[src/rtl/hps_pkg.sv]
// host port mode straps and status pins: shared constants and types
// assumes a single 200 mhz clock domain; all pin inputs are synchronised in hps_sync
//
// Functional notes
// - The device drives host_ready_out to tell the host whether the next transfer can be accepted.
// - While the active-low outputs-off input is low, host_ready_out is released to high impedance.
// - While the processor is held in chip reset, host_interrupt_out is driven high (inactive).
// - While the active-low outputs-off input is low, host_interrupt_out is placed in high impedance.
// - With the wide-mode strap high the interrupt output is unused and stays at its inactive level.
// - The port is enabled only when the select strap is high; otherwise pull-ups and bus holders are enabled.
// - The select strap is sampled when chip_reset_n rises and is ignored until chip reset is asserted again.
// - The 16-bit wide mode is enabled only while the wide-mode strap is high.
package hps_pkg;

  // ----------------------------------------------------------------
  // synchroniser layout
  // ----------------------------------------------------------------
  localparam int unsigned SYNC_W     = 8;
  localparam int unsigned SYNC_STAGES = 3;
  localparam int unsigned PIN_CHIP_RST_N = 0;
  localparam int unsigned PIN_PORT_SEL   = 1;
  localparam int unsigned PIN_WIDE       = 2;
  localparam int unsigned PIN_OFF_N      = 3;
  localparam int unsigned PIN_STROBE_N   = 4;
  localparam int unsigned PIN_RSEL_LO    = 5;
  localparam int unsigned PIN_RSEL_HI    = 6;
  localparam int unsigned PIN_BYTE_ID    = 7;

  // pins idle at: reset asserted, straps low (pull-downs), outputs on, strobe high
  localparam logic [SYNC_W-1:0] SYNC_RST_VAL = 8'h98;

  // ----------------------------------------------------------------
  // reset values of the outputs
  // ----------------------------------------------------------------
  localparam logic RDY_RST   = 1'b0;
  localparam logic OE_N_RST  = 1'b1;
  localparam logic IRQ_RST   = 1'b1;
  localparam logic IRQ_IDLE  = 1'b1;
  localparam logic SEL_RST   = 1'b0;
  localparam logic [1:0] RSEL_NONE = 2'h0;

  // ----------------------------------------------------------------
  // types
  // ----------------------------------------------------------------
  typedef enum logic [1:0] {
    HPS_IDLE,
    HPS_BUSY,
    HPS_RELEASE
  } hps_state_e;

  typedef struct packed {
    logic [1:0] reg_sel;
    logic       byte_sel;
    logic       wide;
  } hps_access_s;

  localparam hps_access_s ACCESS_NONE = '{reg_sel: RSEL_NONE, byte_sel: 1'b0, wide: 1'b0};

endpackage

[src/rtl/hps_top.sv]
// host port mode straps, ready and interrupt pins
// assumes one clock domain; core_ready and core_irq come from logic on ref_clk;
// output enables are active low and the testbench resolves the pin levels
`timescale 1ns/1ps

module hps_top
  import hps_pkg::*;
(
  // clock, reset, enable
  input  wire logic  ref_clk,
  input  wire logic  sys_rst,
  input  wire logic  clk_en,
  // pins from the board and host
  input  wire logic  chip_reset_n,
  input  wire logic  port_select_strap,
  input  wire logic  wide_mode_strap,
  input  wire logic  outputs_off_n,
  input  wire logic  host_strobe_n,
  input  wire logic  register_select_0,
  input  wire logic  register_select_1,
  input  wire logic  byte_identify,
  // core side
  input  wire logic  core_ready,
  input  wire logic  core_irq,
  // pins to the host
  output logic       host_ready_out,
  output logic       host_ready_oe_n,
  output logic       host_interrupt_out,
  output logic       host_interrupt_oe_n,
  // mode status
  output logic       port_enabled,
  output logic       wide_mode,
  output logic       pullup_en,
  output logic       holder_en,
  // access toward the core
  output logic       access_valid,
  output hps_access_s access
);

  // ----------------------------------------------------------------
  // pin synchronisation
  // ----------------------------------------------------------------
  logic [SYNC_W-1:0] pins_async;
  logic [SYNC_W-1:0] pins_s;

  assign pins_async = {byte_identify, register_select_1, register_select_0, host_strobe_n,
                       outputs_off_n, wide_mode_strap, port_select_strap, chip_reset_n};

  hps_sync u_sync (
    .ref_clk    (ref_clk),
    .sys_rst    (sys_rst),
    .clk_en     (clk_en),
    .pin_async  (pins_async),
    .pin_stable (pins_s)
  );

  wire chip_run_s  = pins_s[PIN_CHIP_RST_N];
  wire port_strap_s = pins_s[PIN_PORT_SEL];
  wire wide_s      = pins_s[PIN_WIDE];
  wire off_n_s     = pins_s[PIN_OFF_N];
  wire strobe_n_s  = pins_s[PIN_STROBE_N];

  // ----------------------------------------------------------------
  // strap capture
  // ----------------------------------------------------------------
  logic chip_prev_q;
  logic port_sel_q;
  logic port_sel_d;
  logic strobe_prev_q;

  wire chip_rise   = chip_run_s && !chip_prev_q;
  wire strobe_fall = !strobe_n_s && strobe_prev_q;

  // the select strap is taken only at the release of chip reset; later changes are ignored
  assign port_sel_d = chip_rise ? port_strap_s : port_sel_q;

  always_ff @(posedge ref_clk) begin
    if (sys_rst) begin
      chip_prev_q   <= 1'b0;
      port_sel_q    <= SEL_RST;
      strobe_prev_q <= 1'b1;
    end else if (clk_en) begin
      chip_prev_q   <= chip_run_s;
      port_sel_q    <= port_sel_d;
      strobe_prev_q <= strobe_n_s;
    end
  end

  // ----------------------------------------------------------------
  // host-side transfer tracking
  // ----------------------------------------------------------------
  hps_state_e  state_q;
  hps_state_e  state_d;
  hps_access_s acc_d;
  logic        live;

  // deselected port or core in reset: strobes are not seen at all
  assign live = port_sel_q && chip_run_s;

  // register select and byte identify only mean something in narrow mode
  assign acc_d = wide_s ? hps_access_s'{reg_sel: RSEL_NONE, byte_sel: 1'b0, wide: 1'b1}
                        : hps_access_s'{reg_sel: {pins_s[PIN_RSEL_HI], pins_s[PIN_RSEL_LO]},
                                        byte_sel: pins_s[PIN_BYTE_ID], wide: 1'b0};

  always_comb begin
    state_d = state_q;
    if (!live) begin
      state_d = HPS_IDLE;
    end else begin
      case (state_q)
        HPS_IDLE: begin
          if (strobe_fall) begin
            state_d = HPS_BUSY;
          end
        end
        HPS_BUSY: begin
          if (core_ready) begin
            state_d = HPS_RELEASE;
          end
        end
        HPS_RELEASE: begin
          // wait for the host to lift its strobe so one strobe is one transfer
          if (strobe_n_s) begin
            state_d = HPS_IDLE;
          end
        end
        default: state_d = HPS_IDLE;
      endcase
    end
  end

  wire start_xfer = live && (state_q == HPS_IDLE) && strobe_fall;

  // ----------------------------------------------------------------
  // pin drive
  // ----------------------------------------------------------------
  // a strap capture that deselects the port must also withhold ready in the same edge
  wire ready_d = live && port_sel_d && core_ready && (state_d == HPS_IDLE);
  // interrupt is active low; held inactive in reset, in wide mode and when deselected
  wire irq_d   = (!chip_run_s || wide_s || !port_sel_q) ? IRQ_IDLE : !core_irq;
  wire oe_n_d  = !off_n_s;

  always_ff @(posedge ref_clk) begin
    if (sys_rst) begin
      state_q             <= HPS_IDLE;
      host_ready_out      <= RDY_RST;
      host_ready_oe_n     <= OE_N_RST;
      host_interrupt_out  <= IRQ_RST;
      host_interrupt_oe_n <= OE_N_RST;
      port_enabled        <= SEL_RST;
      wide_mode           <= 1'b0;
      pullup_en           <= !SEL_RST;
      holder_en           <= !SEL_RST;
      access_valid        <= 1'b0;
      access              <= ACCESS_NONE;
    end else if (clk_en) begin
      state_q             <= state_d;
      host_ready_out      <= ready_d;
      host_ready_oe_n     <= oe_n_d;
      host_interrupt_out  <= irq_d;
      host_interrupt_oe_n <= oe_n_d;
      port_enabled        <= port_sel_d;
      wide_mode           <= wide_s;
      pullup_en           <= !port_sel_d;
      holder_en           <= !port_sel_d;
      access_valid        <= start_xfer;
      if (start_xfer) begin
        access <= acc_d;
      end
    end
  end

  // ----------------------------------------------------------------
  // assertions
  // ----------------------------------------------------------------
  a_ready_needs_port: assert property (@(posedge ref_clk) disable iff (sys_rst)
    host_ready_out |-> port_sel_q && (state_q == HPS_IDLE))
    else $error("ready shown while port deselected or busy");

  a_ready_drops_strobe: assert property (@(posedge ref_clk) disable iff (sys_rst)
    clk_en && start_xfer |=> !host_ready_out && (state_q == HPS_BUSY))
    else $error("ready not withdrawn after strobe");

  a_ready_off_hiz: assert property (@(posedge ref_clk) disable iff (sys_rst)
    clk_en && !off_n_s |=> host_ready_oe_n)
    else $error("ready pin driven while outputs off");

  a_irq_reset_high: assert property (@(posedge ref_clk) disable iff (sys_rst)
    clk_en && !chip_run_s |=> host_interrupt_out)
    else $error("interrupt not high during chip reset");

  a_irq_off_hiz: assert property (@(posedge ref_clk) disable iff (sys_rst)
    clk_en && !off_n_s |=> host_interrupt_oe_n && host_ready_oe_n == host_interrupt_oe_n)
    else $error("interrupt pin driven while outputs off");

  a_irq_wide_idle: assert property (@(posedge ref_clk) disable iff (sys_rst)
    clk_en && wide_s |=> host_interrupt_out && wide_mode)
    else $error("interrupt active in wide mode");

  a_strap_sample: assert property (@(posedge ref_clk) disable iff (sys_rst)
    clk_en && chip_rise |=> port_enabled == $past(port_strap_s) && pullup_en == !port_enabled)
    else $error("select strap not captured at reset release");

  a_strap_hold: assert property (@(posedge ref_clk) disable iff (sys_rst)
    clk_en && !chip_rise |=> port_sel_q == $past(port_sel_q))
    else $error("select strap changed outside reset release");

  a_desel_quiet: assert property (@(posedge ref_clk) disable iff (sys_rst)
    clk_en && !port_sel_q |=> !access_valid && (state_q == HPS_IDLE) && !host_ready_out)
    else $error("deselected port reacted to host");

  a_wide_fields: assert property (@(posedge ref_clk) disable iff (sys_rst)
    access_valid && access.wide |-> access.reg_sel == RSEL_NONE && !access.byte_sel)
    else $error("narrow-mode fields leaked into wide access");

endmodule

[src/rtl/hps_sync.sv]
// three-stage pin synchroniser with agreement filter
// assumes inputs are asynchronous to ref_clk; output changes only when stages two and three agree
`timescale 1ns/1ps

module hps_sync
  import hps_pkg::*;
(
  // clock and control
  input  wire logic              ref_clk,
  input  wire logic              sys_rst,
  input  wire logic              clk_en,
  // pins in, filtered levels out
  input  wire logic [SYNC_W-1:0] pin_async,
  output logic      [SYNC_W-1:0] pin_stable
);

  logic [SYNC_W-1:0] s1_q;
  logic [SYNC_W-1:0] s2_q;
  logic [SYNC_W-1:0] s3_q;
  logic [SYNC_W-1:0] stable_q;

  // first stage feeds only the second; filter looks at stages two and three
  genvar g;
  generate
    for (g = 0; g < SYNC_W; g++) begin : g_bit
      always_ff @(posedge ref_clk) begin
        if (sys_rst) begin
          s1_q[g]     <= SYNC_RST_VAL[g];
          s2_q[g]     <= SYNC_RST_VAL[g];
          s3_q[g]     <= SYNC_RST_VAL[g];
          stable_q[g] <= SYNC_RST_VAL[g];
        end else if (clk_en) begin
          s1_q[g] <= pin_async[g];
          s2_q[g] <= s1_q[g];
          s3_q[g] <= s2_q[g];
          if (s2_q[g] == s3_q[g]) begin
            stable_q[g] <= s3_q[g];
          end
        end
      end
    end
  endgenerate

  assign pin_stable = stable_q;

endmodule

[config.mk]
export PLATFORM = sky130hd
export DESIGN_NAME = hps_top
export DESIGN_NICKNAME = d
export VERILOG_FILES = /design/src/rtl/hps_pkg.sv /design/src/rtl/hps_top.sv /design/src/rtl/hps_sync.sv
export SDC_FILE = /design/constraint.sdc
export NUM_CORES = 1
export LEC_CHECK = 0
export BUFFER_PORTS_ARGS = -buffer_cell sky130_fd_sc_hd__buf_2
export CORE_ASPECT_RATIO = 0.7
export CORE_UTILIZATION = 55
export DETAILED_ROUTE_END_ITERATION = 8
export GPL_TIMING_DRIVEN = 0
export PLACE_DENSITY = 0.79
export RECOVER_POWER = 25
export SLEW_MARGIN = 20
export SYNTH_ARGS = -nofsm -noshare
export SYNTH_HDL_FRONTEND = slang
export SYNTH_HIERARCHICAL = 1
export SYNTH_SLANG_ARGS = --single-unit
[constraint.sdc]
create_clock -name ref_clk -period 2.1 [get_ports ref_clk]
set_input_delay 0.105 -clock ref_clk [delete_from_list [all_inputs] [get_ports ref_clk]]
set_output_delay 0.105 -clock ref_clk [all_outputs]
set_load 0.02 [all_outputs]
==> results.cfg <==
[run_status]
outcome = completed

[yosys]
yosysWarnings = 6
syn_nets = 212
netlist.area_leader.share_pct = 48.9
syn_avg_cell_area_sq_um = 9.66
ys_ff_latch = 47
ys_top_cells_by_area = dfxtp_1, mux2i_1, a21oi_1, nor2_1, o21ai_0
syn_inst = 199
netlist_area_sq_um = 1920
yosysTopAreaCell = dfxtp_1
yosysSeqAreaShare_pct = 48.9
synth.distinct_cells = 34

[worst_setup_path]
reg2regPathDepth = 3
cp_num_buf_inv = 0
cp_top_family = simple AND/OR/NAND/NOR gates
crit_path_end = access[2]
crit_fanout = 7
cp_num_cells = 3
critPathArrivalTime_ns = 1.57
path_cells = nor4b_2, nand4b_1, a21oi_1
cp.required_ns = 2.33
reg2reg_to = access[2]
cpMaxStageDelayCell = nor4b_2
cpPeakStageDelay_ns = 0.55
critPathCaptureType = register
critPathLaunch = u_sync/pin_stable[4]
rr_startpoint = u_sync/pin_stable[4]
cp-start-kind = register
path_class = register to register
rrSetupSlack_ns = 0.77

[clock_tree]
ctsHoldBuffers = 0
clkTransAtPathRegs_ns = 0.08
htree_num_levels = 2
clockRootBuffer = clkbuf_8
numCtsBuffers = 5
cts_tree = done
clk_latency_ns = 0.31
post_cts_buffers = 0
cts-resized-gates = 0
cts.sinks = 47
clockBufferDepth = 2

[final_layout]
layout_commonest_cell = dfxtp_1
drive_above_1_share_pct = 19.0
fin_nets = 244
n_fill_cell = 287
postLayoutCoreUtil_pct = 68.8
mostFrequentLayoutCells = dfxtp_1, buf_2, nor2_1, a21oi_1, mux2i_1
seq_area_sq_um = 941
num_antenna_cells = 0
synthToLayoutAreaGrowth_pct = 15.7
multi_input_area_sq_um = 831

[sta]
min_period_ns = 1.33
grt_setup_unrepaired = no
period_share_pct = 63.5
hold_ws_ns = 0.00741
slew_headroom_pct = 64.7
tns_ns = 0
fmax_ghz = 0.750
setup_viol = 0
slew_viol_final = 0
fin_skew_ns = 0.0114
worst_slack_ns = 0.766
worst_pin_slew_ns = 0.528
final_hold_viol_count = 0

[place]
portBuffers = 25
hpwl_microns = 2530
gp_congestion = 0.866
pre_cts_ws_ns = 0.788

[power_and_ir_drop]
ir_worst_vdd_v = 0.000623
power.leakage_uw = 0.00101
p_per_area_nw_per_um2 = 799

[flow_run]
cap_viol_max_count = 0

[die]
dieHeight_microns = 51.5
core_sq_um = 3230
die_x_microns = 72.7
die-area_sq_um = 3740
io_pins = 26
start_util_pct = 59.5
num_rows = 17

[route]
wire_per_inst_microns = 13.3
via_per_inst = 5.35
drc_errors = 0
dr_wl_met2_microns = 1640
ant_nets = 0
wirelength_microns = 3700
vias = 1492
topRoutingLayerUsed = met4
first_pass_iters = 4
wl_met3_microns = 138
detail_route.iter0.violations = 57
wl_met1_microns = 1900

[global_route]
antenna_found_initial = 0
grt_max_degree = 16
grt_pass1_vias = 1340
track_usage_pct = 22.2
grt_pass1_wl_microns = 6120
grt-ovfl-total = 0

[worst_hold_path]
min_path_type = primary input to register
cell type report:
class | instances | area share [%]
sequential | 47 | 42.3
multi-input combinational | 131 | 37.3
timing repair buffer | 25 | 5.57
buffer | 13 | 5.34
clock buffer | 6 | 3.71
tap | 47 | 2.64
clock inverter | 2 | 1.74
inverter | 8 | 1.35
worst register-to-register path: stages (launching register included):
cell	delay, ns
dfxtp_1	0.39
nor4b_2	0.55
nand4b_1	0.17
a21oi_1	0.16
synthesized netlist by cell type, drive strengths merged:
cell type	instances
and3	1
nand4b	3
o41ai	1
nor3b	1
nand2b	1
nand3	3
mux2i	18
a31oi	1
buf	11
a21o	5
a21oi	18
and2b	5
clkbuf	2
nor4b	1
nor2b	1
o22ai	1
o211a	1
inv	8
or4b	1
o21ai	18
o31ai	1
nor2	23
nand2	14
dfxtp	47
and3b	2
o32ai	1
a211oi	3
a211o	7
stage by stage:
stage                     cell area (sq um)  total power (uW)  std cells
after global placement                 2110              1090        271
after global routing                   2220              1850        279
after detailed placement               2110              1090        271
after CTS                              2230              1790        279
after floorplan                        1920              1050        199
final                                  2220              1780        279
kinds of logic after synthesis:
| group | Yosys count | synth area share (%) |
|---|---|---|
| AO/OA/AOI/OAI | 57 | 18.7 |
| buffers and inverters | 21 | 7.87 |
| flip-flops | 47 | 48.9 |
| multiplexers | 18 | 9.37 |
| AND/OR/NAND/NOR | 56 | 15.1 |
where the power goes:
part / total, uW / internal, uW / switching, uW / leakage, uW
Clock: 703 / 392 / 312 / 0.0000618
Combinational: 138 / 63.7 / 74.6 / 0.000561
Sequential: 936 / 918 / 18.5 / 0.000383
Total: 1780 / 1370 / 405 / 0.00101
registers in the layout, summed over array words and instances, names as in the netlist:
signal               flops
host_interrupt_out       1
host_interrupt_oe_n      1
u_sync/pin_stable        8
host_ready_out           1
state_q                  2
wide_mode                1
port_enabled             1
u_sync/s1_q              8
access                   4
u_sync/s3_q              8
u_sync/s2_q              8
holder_en                1
access_valid             1
strobe_prev_q            1
chip_prev_q              1
per-layer routing:
layer	vias up	GRT usage (%)
li1	764	-
met1	698	29.4
met2	26	33.5
met3	4	7.69
met4	0	7.84
met5	-	0
worst min path at each step:
| stage | start | cells past startpoint | slack, ns | end |
|---|---|---|---|---|
| floorplan | sys_rst | 1 | 0.21 | host_ready_out |
| global placement | byte_identify | 2 | 0.32 | u_sync/s1_q[7] |
| detailed placement | host_strobe_n | 2 | 0.32 | u_sync/s1_q[4] |
| CTS | byte_identify | 2 | 0.002 | u_sync/s1_q[7] |
| global route | byte_identify | 2 | 0.003 | u_sync/s1_q[7] |
| finish | byte_identify | 2 | 0.007 | u_sync/s1_q[7] |
Note: power is estimated with default switching activity, not from simulation.
